--- src/codec_pkg.sv ---
// Purpose: Shared constants and types for the auxiliary sensor packet codec
// Assumes: One 25 MHz clock, synchronous active-high reset
// Notes:   Payload bytes are little-endian, fields packed with no padding
package codec_pkg;
  // Packet identifiers
  localparam logic [7:0] ID_EXT_VEL = 8'h2e;
  localparam logic [7:0] ID_BODY_VEL = 8'h2f;
  localparam logic [7:0] ID_EXT_HDG = 8'h30;
  localparam logic [7:0] ID_RUN_TIME = 8'h31;
  localparam logic [7:0] ID_MAG_FIELD = 8'h32;
  localparam logic [7:0] ID_EXT_TIME = 8'h34;
  localparam logic [7:0] ID_GEOID = 8'h36;
  localparam logic [7:0] ID_RTCM = 8'h37;
  // Payload lengths in bytes
  localparam logic [7:0] LEN_EXT_VEL = 8'h18;
  localparam logic [7:0] LEN_BODY_SHORT = 8'h10;
  localparam logic [7:0] LEN_BODY_LONG = 8'h18;
  localparam logic [7:0] LEN_EXT_HDG = 8'h08;
  localparam logic [7:0] LEN_RUN_TIME = 8'h08;
  localparam logic [7:0] LEN_MAG_FIELD = 8'h0c;
  localparam logic [7:0] LEN_EXT_TIME = 8'h08;
  localparam logic [7:0] LEN_GEOID = 8'h04;
  localparam logic [7:0] LEN_RTCM_MIN = 8'h01;
  localparam logic [7:0] LEN_RTCM_MAX = 8'hff;
  localparam logic [7:0] LEN_NONE = 8'h00;
  // Store layout: {bank, slot, byte index}
  localparam int STORE_AW = 8;
  localparam int IDX_W = 5;
  localparam logic [1:0] SLOT_EXT_VEL = 2'h0;
  localparam logic [1:0] SLOT_BODY_VEL = 2'h1;
  localparam logic [1:0] SLOT_EXT_HDG = 2'h2;
  localparam logic [1:0] SLOT_NONE = 2'h3;
  // Running time base
  localparam int CLK_PERIOD_NS = 40;
  localparam int US_NS = 1000;
  localparam int US_CYCLES = US_NS / CLK_PERIOD_NS;
  localparam logic [4:0] US_LAST = 5'(US_CYCLES - 1);
  localparam logic [19:0] USEC_LAST = 20'hf423f;
  // State machines
  typedef enum logic [1:0] {R_IDLE, R_TAKE, R_DROP} rx_state_t;
  typedef enum logic [1:0] {T_IDLE, T_ADDR, T_LOAD, T_SEND} tx_state_t;
endpackage : codec_pkg

--- src/store_if.sv ---
// Purpose: Connects the codec core to its payload byte store
// Assumes: One write port and two registered read ports
// Notes:   Addresses are {bank, slot, byte index}
`timescale 1ns/1ps
interface store_if;
  logic we;
  logic [7:0] waddr;
  logic [7:0] wdata;
  logic [7:0] raddr_a;
  logic [7:0] rdata_a;
  logic [7:0] raddr_b;
  logic [7:0] rdata_b;
  modport owner (output we, waddr, wdata, raddr_a, raddr_b, input rdata_a, rdata_b);
  modport mem (input we, waddr, wdata, raddr_a, raddr_b, output rdata_a, rdata_b);
endinterface : store_if

--- src/aux_sensor_packet_codec.sv ---
// Purpose: Payload codec for external aiding, time, field, geoid and correction packets
// Assumes: Header and checksum are handled upstream; all ports on REF_CLK_I
// Notes:   Writable payloads other than packet 55 land in a spare bank, swapped in only when complete
`timescale 1ns/1ps
// Notes on behaviour
// - Packet 46 is a 24-byte read/write payload of six floats: N, E, D velocity then their deviations.
// - Packet 47 is accepted with 16 bytes (one shared deviation) or 24 bytes (one per axis).
// - Packet 47 has X, Y, Z velocity at 0, 4, 8, X deviation at 12, optional Y, Z deviations at 16, 20.
// - Packet 48 is an 8-byte read/write payload: heading at 0 and its deviation at 4, in radians.
// - Packet 49 is read-only, 8 bytes: whole seconds since power-on, then microseconds.
// - Packet 50 is read-only, 12 bytes: local magnetic field X, Y, Z in milligauss.
// - Packet 52 is read-only, 8 bytes: Unix seconds then microseconds.
// - Packet 54 is read-only, 4 bytes: one float of geoid height in metres.
// - Packet 55 is write-only, up to 255 bytes, forwarded unaltered to the satellite receiver.
module aux_sensor_packet_codec
  import codec_pkg::*;
(
  // Clock and reset
  input wire logic REF_CLK_I,
  input wire logic SRST_I,
  // Incoming payload stream
  input wire logic RX_START_I,
  input wire logic [7:0] RX_ID_I,
  input wire logic [7:0] RX_LEN_I,
  input wire logic RX_VALID_I,
  input wire logic [7:0] RX_DATA_I,
  input wire logic RX_LAST_I,
  output logic RX_READY_O,
  output logic RX_ERR_O,
  // Aiding update to the navigation core
  output logic UPD_O,
  output logic [7:0] UPD_ID_O,
  input wire logic [1:0] NAV_SLOT_I,
  input wire logic [4:0] NAV_IDX_I,
  output logic [7:0] NAV_DATA_O,
  output logic NAV_BODY_LONG_O,
  // Live values from the navigation core
  input wire logic [31:0] MAG_X_I,
  input wire logic [31:0] MAG_Y_I,
  input wire logic [31:0] MAG_Z_I,
  input wire logic [31:0] UNIX_SEC_I,
  input wire logic [31:0] UNIX_USEC_I,
  input wire logic [31:0] GEOID_I,
  // Correction bytes to the satellite receiver
  output logic RTCM_VALID_O,
  output logic [7:0] RTCM_DATA_O,
  input wire logic RTCM_READY_I,
  // Outgoing payload stream
  input wire logic TX_REQ_I,
  input wire logic [7:0] TX_ID_I,
  output logic TX_START_O,
  output logic [7:0] TX_LEN_O,
  output logic TX_ERR_O,
  output logic TX_VALID_O,
  output logic [7:0] TX_DATA_O,
  output logic TX_LAST_O,
  input wire logic TX_READY_I
);

  ////////////////////////////////////////////////////////////////////////////
  // Decoding helpers

  // Store slot of a writable packet
  function automatic logic [1:0] slot_of(input logic [7:0] id);
    case (id)
      ID_EXT_VEL: slot_of = SLOT_EXT_VEL;
      ID_BODY_VEL: slot_of = SLOT_BODY_VEL;
      ID_EXT_HDG: slot_of = SLOT_EXT_HDG;
      default: slot_of = SLOT_NONE;
    endcase
  endfunction : slot_of

  // Allowed incoming length
  function automatic logic len_ok(input logic [7:0] id, input logic [7:0] len);
    case (id)
      ID_EXT_VEL: len_ok = (len == LEN_EXT_VEL);
      ID_BODY_VEL: len_ok = (len == LEN_BODY_SHORT) || (len == LEN_BODY_LONG);
      ID_EXT_HDG: len_ok = (len == LEN_EXT_HDG);
      ID_RTCM: len_ok = (len >= LEN_RTCM_MIN) && (len <= LEN_RTCM_MAX);
      default: len_ok = 1'b0;
    endcase
  endfunction : len_ok

  // Outgoing length, zero when not readable
  function automatic logic [7:0] rd_len(input logic [7:0] id, input logic body_long);
    case (id)
      ID_EXT_VEL: rd_len = LEN_EXT_VEL;
      ID_BODY_VEL: rd_len = body_long ? LEN_BODY_LONG : LEN_BODY_SHORT;
      ID_EXT_HDG: rd_len = LEN_EXT_HDG;
      ID_RUN_TIME: rd_len = LEN_RUN_TIME;
      ID_MAG_FIELD: rd_len = LEN_MAG_FIELD;
      ID_EXT_TIME: rd_len = LEN_EXT_TIME;
      ID_GEOID: rd_len = LEN_GEOID;
      default: rd_len = LEN_NONE;
    endcase
  endfunction : rd_len

  ////////////////////////////////////////////////////////////////////////////
  // Store and bank state

  store_if st ();
  pay_store u_store (.clk_i(REF_CLK_I), .st(st));

  logic [2:0] act_q;      // Active bank per slot
  logic [1:0] long_q;     // Per-axis deviation form, per bank of packet 47
  logic act_sel;
  assign act_sel = act_q[NAV_SLOT_I == SLOT_NONE ? SLOT_EXT_VEL : NAV_SLOT_I];
  assign st.raddr_b = {act_sel, NAV_SLOT_I, NAV_IDX_I};
  assign NAV_DATA_O = st.rdata_b;
  assign NAV_BODY_LONG_O = long_q[act_q[SLOT_BODY_VEL]];

  ////////////////////////////////////////////////////////////////////////////
  // Receive path

  rx_state_t rx_state_q;
  logic [7:0] rx_id_q;
  logic [7:0] rx_len_q;
  logic [7:0] rx_cnt_q;
  logic rx_over_q;
  logic [1:0] rx_slot;
  logic rx_take;
  logic rx_fit;
  logic commit;
  logic rtcm_valid_q;
  logic [7:0] rtcm_data_q;

  assign rx_slot = slot_of(rx_id_q);
  // Correction bytes stall the link while the receiver is busy
  assign RX_READY_O = (rx_state_q != R_TAKE) || (rx_id_q != ID_RTCM) || !rtcm_valid_q
                      || RTCM_READY_I;
  assign rx_take = RX_VALID_I && RX_READY_O && (rx_state_q != R_IDLE);
  assign rx_fit = (rx_cnt_q == 8'(rx_len_q - 8'h01)) && !rx_over_q;
  assign commit = (rx_state_q == R_TAKE) && rx_take && RX_LAST_I && rx_fit;

  // Receive sequencing; bad lengths drain to the end untouched
  always_ff @(posedge REF_CLK_I)
  begin
    if (SRST_I)
    begin
      rx_state_q <= R_IDLE;
    end
    else
    begin
      case (rx_state_q)
        R_IDLE:
          // length screen
          // A zero-length header has no bytes to drain, so it stays idle
          if (RX_START_I && RX_LEN_I == LEN_NONE)
          begin
            rx_state_q <= R_IDLE;
          end
          else if (RX_START_I)
          begin
            rx_state_q <= len_ok(RX_ID_I, RX_LEN_I) ? R_TAKE : R_DROP;
          end
        R_TAKE, R_DROP:
          if (rx_take && RX_LAST_I)
          begin
            rx_state_q <= R_IDLE;
          end
        default: rx_state_q <= R_IDLE;
      endcase
    end
  end

  // Header capture and byte count
  always_ff @(posedge REF_CLK_I)
  begin
    if (SRST_I)
    begin
      rx_id_q <= 8'h00;
      rx_len_q <= 8'h00;
      rx_cnt_q <= 8'h00;
      rx_over_q <= 1'b0;
    end
    else if (rx_state_q == R_IDLE && RX_START_I)
    begin
      rx_id_q <= RX_ID_I;
      rx_len_q <= RX_LEN_I;
      rx_cnt_q <= 8'h00;
      rx_over_q <= 1'b0;
    end
    else if (rx_take)
    begin
      rx_cnt_q <= 8'(rx_cnt_q + 8'h01);
      rx_over_q <= rx_over_q || (rx_cnt_q == 8'hff);
    end
  end

  // bytes stored in arrival order, so field offsets hold as sent
  assign st.we = (rx_state_q == R_TAKE) && rx_take && (rx_slot != SLOT_NONE)
                 && (rx_cnt_q < rx_len_q);
  assign st.waddr = {~act_q[rx_slot == SLOT_NONE ? SLOT_EXT_VEL : rx_slot], rx_slot,
                     rx_cnt_q[IDX_W-1:0]};
  assign st.wdata = RX_DATA_I;

  // bank swap on a complete payload
  always_ff @(posedge REF_CLK_I)
  begin
    if (SRST_I)
    begin
      act_q <= 3'h0;
      long_q <= 2'h0;
    end
    else if (commit && rx_slot != SLOT_NONE)
    begin
      act_q[rx_slot] <= ~act_q[rx_slot];
      if (rx_slot == SLOT_BODY_VEL)
      begin
        long_q[~act_q[SLOT_BODY_VEL]] <= (rx_len_q == LEN_BODY_LONG);
      end
    end
  end

  // Update and error pulses
  always_ff @(posedge REF_CLK_I)
  begin
    if (SRST_I)
    begin
      UPD_O <= 1'b0;
      UPD_ID_O <= 8'h00;
      RX_ERR_O <= 1'b0;
    end
    else
    begin
      UPD_O <= commit;
      UPD_ID_O <= commit ? rx_id_q : UPD_ID_O;
      RX_ERR_O <= (rx_state_q == R_IDLE && RX_START_I && !len_ok(RX_ID_I, RX_LEN_I))
                  || ((rx_state_q == R_TAKE) && rx_take && RX_LAST_I && !rx_fit);
    end
  end

  always_ff @(posedge REF_CLK_I)
  begin
    if (SRST_I)
    begin
      rtcm_valid_q <= 1'b0;
      rtcm_data_q <= 8'h00;
    end
    else if ((rx_state_q == R_TAKE) && rx_take && (rx_id_q == ID_RTCM))
    begin
      rtcm_valid_q <= 1'b1;
      rtcm_data_q <= RX_DATA_I;
    end
    else if (RTCM_READY_I)
    begin
      rtcm_valid_q <= 1'b0;
    end
  end
  assign RTCM_VALID_O = rtcm_valid_q;
  assign RTCM_DATA_O = rtcm_data_q;

  ////////////////////////////////////////////////////////////////////////////
  // Running time

  logic [4:0] tick_q;
  logic [19:0] run_us_q;
  logic [31:0] run_sec_q;

  always_ff @(posedge REF_CLK_I)
  begin
    if (SRST_I)
    begin
      tick_q <= 5'h00;
      run_us_q <= 20'h00000;
      run_sec_q <= 32'h00000000;
    end
    else if (tick_q == US_LAST)
    begin
      tick_q <= 5'h00;
      run_us_q <= (run_us_q == USEC_LAST) ? 20'h00000 : 20'(run_us_q + 20'h00001);
      run_sec_q <= (run_us_q == USEC_LAST) ? 32'(run_sec_q + 32'h00000001) : run_sec_q;
    end
    else
    begin
      tick_q <= 5'(tick_q + 5'h01);
    end
  end

  ////////////////////////////////////////////////////////////////////////////
  // Transmit path

  tx_state_t tx_state_q;
  logic [7:0] tx_id_q;
  logic [7:0] tx_idx_q;
  logic [1:0] tx_slot_q;
  logic tx_bank_q;
  logic [95:0] snap_q;
  logic [7:0] tx_rlen;
  logic tx_end;

  assign tx_rlen = rd_len(TX_ID_I, long_q[act_q[SLOT_BODY_VEL]]);
  assign tx_end = (tx_idx_q == 8'(TX_LEN_O - 8'h01));
  assign st.raddr_a = {tx_bank_q, tx_slot_q, tx_idx_q[IDX_W-1:0]};
  assign TX_VALID_O = (tx_state_q == T_SEND);
  assign TX_LAST_O = (tx_state_q == T_SEND) && tx_end;

  // Request capture and byte sequencing
  always_ff @(posedge REF_CLK_I)
  begin
    if (SRST_I)
    begin
      tx_state_q <= T_IDLE;
      tx_idx_q <= 8'h00;
    end
    else
    begin
      case (tx_state_q)
        T_IDLE:
          if (TX_REQ_I && tx_rlen != LEN_NONE)
          begin
            tx_state_q <= T_ADDR;
            tx_idx_q <= 8'h00;
          end
        T_ADDR: tx_state_q <= T_LOAD;
        T_LOAD: tx_state_q <= T_SEND;
        T_SEND:
          if (TX_READY_I)
          begin
            tx_state_q <= tx_end ? T_IDLE : T_ADDR;
            tx_idx_q <= tx_end ? tx_idx_q : 8'(tx_idx_q + 8'h01);
          end
        default: tx_state_q <= T_IDLE;
      endcase
    end
  end

  // Snapshot so that a payload stays coherent while it streams
  always_ff @(posedge REF_CLK_I)
  begin
    if (SRST_I)
    begin
      tx_id_q <= 8'h00;
      tx_slot_q <= SLOT_NONE;
      tx_bank_q <= 1'b0;
      snap_q <= 96'h0;
      TX_LEN_O <= 8'h00;
      TX_START_O <= 1'b0;
      TX_ERR_O <= 1'b0;
    end
    else
    begin
      TX_START_O <= (tx_state_q == T_IDLE) && TX_REQ_I && (tx_rlen != LEN_NONE);
      // correction packet cannot be read back
      TX_ERR_O <= (tx_state_q == T_IDLE) && TX_REQ_I && (tx_rlen == LEN_NONE);
      if (tx_state_q == T_IDLE && TX_REQ_I)
      begin
        tx_id_q <= TX_ID_I;
        tx_slot_q <= slot_of(TX_ID_I);
        tx_bank_q <= act_q[slot_of(TX_ID_I) == SLOT_NONE ? SLOT_EXT_VEL : slot_of(TX_ID_I)];
        TX_LEN_O <= tx_rlen;
        case (TX_ID_I)
          ID_RUN_TIME: snap_q <= {32'h0, 12'h000, run_us_q, run_sec_q};
          ID_MAG_FIELD: snap_q <= {MAG_Z_I, MAG_Y_I, MAG_X_I};
          ID_EXT_TIME: snap_q <= {32'h0, UNIX_USEC_I, UNIX_SEC_I};
          ID_GEOID: snap_q <= {64'h0, GEOID_I};
          default: snap_q <= 96'h0;
        endcase
      end
    end
  end

  // byte of the current field, least significant first
  always_ff @(posedge REF_CLK_I)
  begin
    if (SRST_I)
    begin
      TX_DATA_O <= 8'h00;
    end
    else if (tx_state_q == T_LOAD)
    begin
      TX_DATA_O <= (tx_slot_q != SLOT_NONE) ? st.rdata_a : snap_q[8 * tx_idx_q[3:0] +: 8];
    end
  end
endmodule : aux_sensor_packet_codec

--- src/pay_store.sv ---
// Purpose: Byte store holding two banks of each of the packet 46, 47 and 48 payloads
// Assumes: Same clock as the codec core
// Notes:   Read data come out of a register one cycle after the address
`timescale 1ns/1ps
module pay_store
  import codec_pkg::*;
(
  // Clock
  input wire logic clk_i,
  // Store port
  store_if.mem st
);
  logic [7:0] mem_q [0:(1 << STORE_AW) - 1];

  // Byte write
  always_ff @(posedge clk_i)
  begin
    if (st.we)
    begin
      mem_q[st.waddr] <= st.wdata;
    end
  end

  // Registered reads
  always_ff @(posedge clk_i)
  begin
    st.rdata_a <= mem_q[st.raddr_a];
    st.rdata_b <= mem_q[st.raddr_b];
  end
endmodule : pay_store

--- config.mk ---
export PLATFORM = sky130hd
export DESIGN_NAME = aux_sensor_packet_codec
export DESIGN_NICKNAME = d
export VERILOG_FILES = /design/src/codec_pkg.sv /design/src/store_if.sv /design/src/aux_sensor_packet_codec.sv /design/src/pay_store.sv
export SDC_FILE = /design/constraint.sdc
export NUM_CORES = 2
export LEC_CHECK = 0
export BUFFER_PORTS_ARGS = -buffer_cell sky130_fd_sc_hd__buf_2
export CAP_MARGIN = 20
export CORE_MARGIN = 2
export CORE_UTILIZATION = 35
export CTS_CLUSTER_SIZE = 24
export DETAILED_ROUTE_END_ITERATION = 8
export PLACE_DENSITY = 0.56
export SYNTH_ARGS = -nofsm -noshare
export SYNTH_HDL_FRONTEND = slang
export SYNTH_SLANG_ARGS = --single-unit
--- constraint.sdc ---
create_clock -name REF_CLK_I -period 3.66 [get_ports REF_CLK_I]
set_clock_uncertainty 0.15 [all_clocks]
set_input_delay 0.366 -clock REF_CLK_I [delete_from_list [all_inputs] [get_ports REF_CLK_I]]
set_output_delay 0.366 -clock REF_CLK_I [all_outputs]
set_load 0.03 [all_outputs]
; ---- After elaboration in Yosys (flattened, before gate mapping)
; Memories as Yosys holds them, arrays and structs flattened. A register that Yosys moved wholly into a read port is not among the register bits.
; Cells that the tools add are included.
[op_classes]
shift = 1
magnitude_cmp = 11
reduce_logical = 50
addsub = 7
eq_ne = 42
bitwise_logic = 3
n_mux = 51
[op_table]
columns = operator, count
row1 = $pmux 96 s4, 1
row2 = $eq 8x6->1 const B, 15
row3 = $shiftx 96x8->8, 1
row4 = $add 32x1->32 const B, 1
row5 = $mux 8, 4
row6 = $pmux 5 s5, 1
row7 = $eq 8x5->1 const B, 3
row8 = $logic_and 1x1->1, 23
row9 = $mux 2, 11
row10 = $add 20x1->20 const B, 1
row11 = $eq 20x20->1 const B, 1
row12 = $mux 20, 1
row13 = $mux 1, 18
row14 = $add 8x1->8 const B, 2
row15 = $eq 8x8->1, 2
row16 = $logic_not 8->1, 2
row17 = $pmux 8 s2, 1
row18 = $sub 8x1->8 const B, 2
row19 = $eq 2x2->1 const B, 6
row20 = $lt 2x3->1 const B, 4
row21 = $pmux 2 s3, 2
row22 = $ne 2x2->1 const B, 5
row23 = $bmux 1 s2, 4
row24 = $eq 8x4->1 const B, 1
row25 = 31 further kinds, 53
[word_totals]
input_bits = 239
out_inout_bits = 49
word_cells = 190
regBits = 235
n_memories = 1
ramBits = 2048
[mem_list]
columns = name, words, word_bits, rd, rd_clocked_by_memory_dff, write_ports, line_no
row1 = u_store.mem_q, 256, 8, 2, 2, 1, pay_store.sv:13  ; logic [7:0] mem_q [0:(1 << STORE_AW) - 1];

; ---- Longest topological paths before layout
[logic_depth]
word_depth = 11
depth_mapped = 12
ltp_nobuf = 10

; ---- Cells and area by module
; From an unflattened synthesis, not the netlist that was laid out.
[hier_totals]
hier_cells = 6193
hier_area_um2 = 108620.4
[modules_own_cells]
columns = module, instances, seq_area_each_um2, cells_each, area_each_um2
row1 = pay_store, 1, 61819.3, 4847, 96973.0
row2 = aux_sensor_packet_codec, 1, 4604.4, 1346, 11647.4

; ---- Least setup slack after synthesis
; Ideal clock, no wire load.
[synth_timing]
kind = register to register
from = register TX_LEN_O[2]
to = register tx_idx_q[5]
stages_incl_launch_ff = 11
arrival_time_ps = 3336
required_time_ps = 3418
setup_slack_ps = 83
period_less_slack_ps = 3577
path_buffers = 0
setup_ps = 92
path_cell_list = dfxtp_1 inv_1 ha_1 ha_1 xor2_1 nand3_1 nor4b_1 nor4_2 nand3_1 mux2i_1 nor4_1
[synth_between]
elab_chain_cells = 4
[synth_lines]
columns = item, line_no
row1 = from (decl), aux_sensor_packet_codec.sv:52  ; output logic [7:0] TX_LEN_O,
row2 = from (signal assigned), aux_sensor_packet_codec.sv:351  ; TX_LEN_O <= tx_rlen;
row3 = $sub 8x1->8, aux_sensor_packet_codec.sv:293  ; assign tx_end = (tx_idx_q == 8'(TX_LEN_O - 8'h01));
row4 = $eq 8x8->1, aux_sensor_packet_codec.sv:293
row5 = $ne 2x2->1 (no line), -
row6 = $reduce_and 4->1 (no line), -
row7 = to (signal assigned), aux_sensor_packet_codec.sv:321  ; tx_idx_q <= tx_end ? tx_idx_q : 8'(tx_idx_q + 8'h01);
row8 = to (decl), aux_sensor_packet_codec.sv:285  ; logic [7:0] tx_idx_q;
; Every way passes these cells.
; A chain may end at the register's enable or synchronous reset.

==> results.ini <==
[clocking]
cts_tree = built
clkLatencyLatePin_ns = 0.94
numCtsBuffers = 243
cts_max_path_buffers = 4
cts_root_buf = clkbuf_16
htree_levels = 4
clkTransAtPathRegs_ns = 0.06
clock-sinks = 2294

[timing]
period_minus_slack_ns = 3.71
slew_violations = 0
worst_pin_slew_ns = 1.16
rsz0062_at_grt = no
setup_slack_ns = -0.0465
setup_viol = 1
tns_ns = -0.0465
finalCritPeriodShare_pct = 101
hold_violations = 0
hold_slack_ns = 0.0315
fmax_mhz = 270
relSlewSlack_pct = 21.7

[setup_path]
reg2reg_slack_ns = -0.05
crit_required_ns = 4.33
worstRegToRegCells = 9
cp.arrival_ns = 4.38
path_max_fanout = 24
worstSetupEndpointType = flop
rr_startpoint = tx_idx_q[2]
worst_setup_path_start_kind = flop
r2r_end = u_store.st.rdata_a[4]
crit_type = reg2reg

[drt]
wl_per_cell_microns = 32.2
vias = 70100
viasPerCell = 5.84
drc = 0
drtIter0Drc = 9704
ant_nets = 0
dr.pass1.iters = 8
totalWireLength_microns = 386000

[die]
start_util_pct = 35.2
die-area_sq_mm = 0.312
die_h_microns = 559
pin_count = 288
die_w_microns = 559
coreArea_sq_mm = 0.306
rows = 203

[synthesis]
ys_warn_count = 0
netlist_area_sq_mm = 0.108
synth-async-reset-ratio_pct = 0
synth-main-ff-cell = edfxtp_1
synth_edf_count = 2048
yosys_register_bits = 2294
synth_cells = 6125
ys_seq_area_share_pct = 61.6
avgSynthCellArea_sq_um = 17.6
yosysUniqueCellTypes = 82

[global_route]
grt_pass1_wl_microns = 537000
grt_antenna_before_repair = 23
grt_pass1_vias = 69300
track_usage_pct = 24.2
grt_overflow = 0
grt_max_degree = 154

[flow_run]
cap_violations = 0

[power_and_ir_drop]
leakage_nw = 43.3
power_density_mw_per_mm2 = 493
peakVddDrop_mv = 0.411
power.total_w = 0.0649

[min_path]
holdCritPathClass = in2reg
hp-start = RX_DATA_I[7]
holdPathEnd = u_store.mem_q[14][7]
whs_path_depth = 1

[run_status]
violations = negative setup slack
status = finished, violations left

[placement]
port_buffers = 282
dp_slack_ns = -0.136
dpl.hpwl_microns = 274000
placed_area_sq_mm = 0.121
gp_congestion = 1.01

[final_layout]
fin_nets = 7962
finalInstanceArea_sq_mm = 0.132
nFillCells = 27000
area_delta_synth_final_pct = 22.3
drive_above_1_share_pct = 32.3

## where the power goes
part | internal (W) | total [W] | switching [W]
logic | 0.00472 | 0.0105 | 0.00576
clock network | 0.0142 | 0.0248 | 0.0106
registers | 0.0291 | 0.0296 | 0.000510
## what timing repair did
action / 4_1_cts / 5_1_grt
hold endpoints to repair: 798 / 0
pin swaps: 0 / 1
buffers inserted: 0 / 4
resized for setup: 3 / 16
endpoints found under the setup margin: 2 / 16
hold buffers: 286 / 0
## cells in the mapped netlist (all sizes together) (50+ instances only)
master / number / share of area [%]
nor2: 467 / 1.6
a222oi: 52 / 0.48
dfxtp: 246 / 4.6
a21oi: 228 / 1.1
clkbuf: 169 / 0.59
a22oi: 59 / 0.41
buf: 302 / 1.6
edfxtp: 2048 / 57
mux4: 1130 / 24
nor2b: 50 / 0.29
mux2i: 239 / 2.2
nor3: 51 / 0.24
o21ai: 84 / 0.39
nand3: 108 / 0.50
nand2: 289 / 1.0
## per-stage QoR
stage | cells | util (%)
after detailed placement | 11300 | 39.5
final | 12000 | 43.1
after CTS | 12000 | 43.0
after global placement | 11300 | 39.5
after global routing | 12000 | 43.1
after floorplan | 6641 | -
## worst max-delay path, stage by stage, from the launching register on
cell	delay (ns)
dfxtp_4	0.74
buf_12	0.30
buf_4	0.27
mux4_2	0.33
or3_1	0.32
o221ai_1	0.18
o22ai_1	0.19
nor3_1	0.70
buf_4	0.23
o32ai_1	0.07
## state kept, by name (all words and copies together) (netlist names), 8 cells and up
register	flops
rx_id_q	8
tx_idx_q	8
run_sec_q	32
run_us_q	20
u_store.st.rdata_b	8
u_store.st.rdata_a	8
RTCM_DATA_O	8
snap_q	96
rx_cnt_q	8
u_store.mem_q	2048
rx_len_q	8
TX_DATA_O	8
UPD_ID_O	8
## worst max path at each step
stage	startpoint	to	slack (ns)	cells after the start
floorplan	TX_LEN_O[2]	tx_idx_q[5]	0.08	10
global placement	NAV_IDX_I[0]	u_store.st.rdata_b[5]	-0.12	7
detailed placement	NAV_IDX_I[0]	u_store.st.rdata_b[5]	-0.14	7
CTS	tx_idx_q[0]	u_store.st.rdata_a[5]	0.0008	9
global route	tx_idx_q[2]	u_store.st.rdata_a[7]	0.01	9
finish	tx_idx_q[2]	u_store.st.rdata_a[4]	-0.05	9
## cells in the final DEF (no fill, tap or decap), drive strengths merged, types with 84 or more instances in the layout
| master | synthesis | final |
|---|---|---|
| dfxtp | 246 | 246 |
| mux2i | 239 | 239 |
| o21ai | 84 | 84 |
| dlygate4sd3 | 0 | 286 |
| nor2 | 467 | 467 |
| a21oi | 228 | 228 |
| clkinv | 1 | 98 |
| nand2 | 289 | 289 |
| buf | 302 | 991 |
| mux4 | 1130 | 1130 |
| nand3 | 108 | 108 |
| conb | 1 | 517 |
| clkbuf | 169 | 307 |
| edfxtp | 2048 | 2048 |
## cells by family after synthesis
group,synth area share (%)
muxes,26.2
buffers and inverters,2.34
DFF,61.6
xor gates and xnor gates,0.431
and+or+nand+nor,5.01
adders and majority gates,0.313
AOI/OAI and AO/OA,4.11
other,0.00348
## final cells by class
cell class / instances / area [sq um] / share of cell area, %
flip-flops and latches: 2294 / 66400 / 50.4
multi-input cells: 3833 / 41000 / 31.1
clock buffers: 303 / 6410 / 4.86
inverters: 43 / 161 / 0.122
clock inverters: 141 / 1450 / 1.10
well taps: 4100 / 5130 / 3.89
repair buffers: 1281 / 11200 / 8.53
diodes: 11 / 27.5 / 0.0209
## routing by layer
metal / track usage (%) / up-vias / part of all wire, %
met5: 0 / - / 0.014
met4: 12.9 / 10 / 6.2
met3: 5.95 / 790 / 10
met2: 37.1 / 4152 / 45
met1: 31.7 / 36900 / 38
li1: - / 28200 / -
No activity file was read; power rests on OpenSTA's default activity.
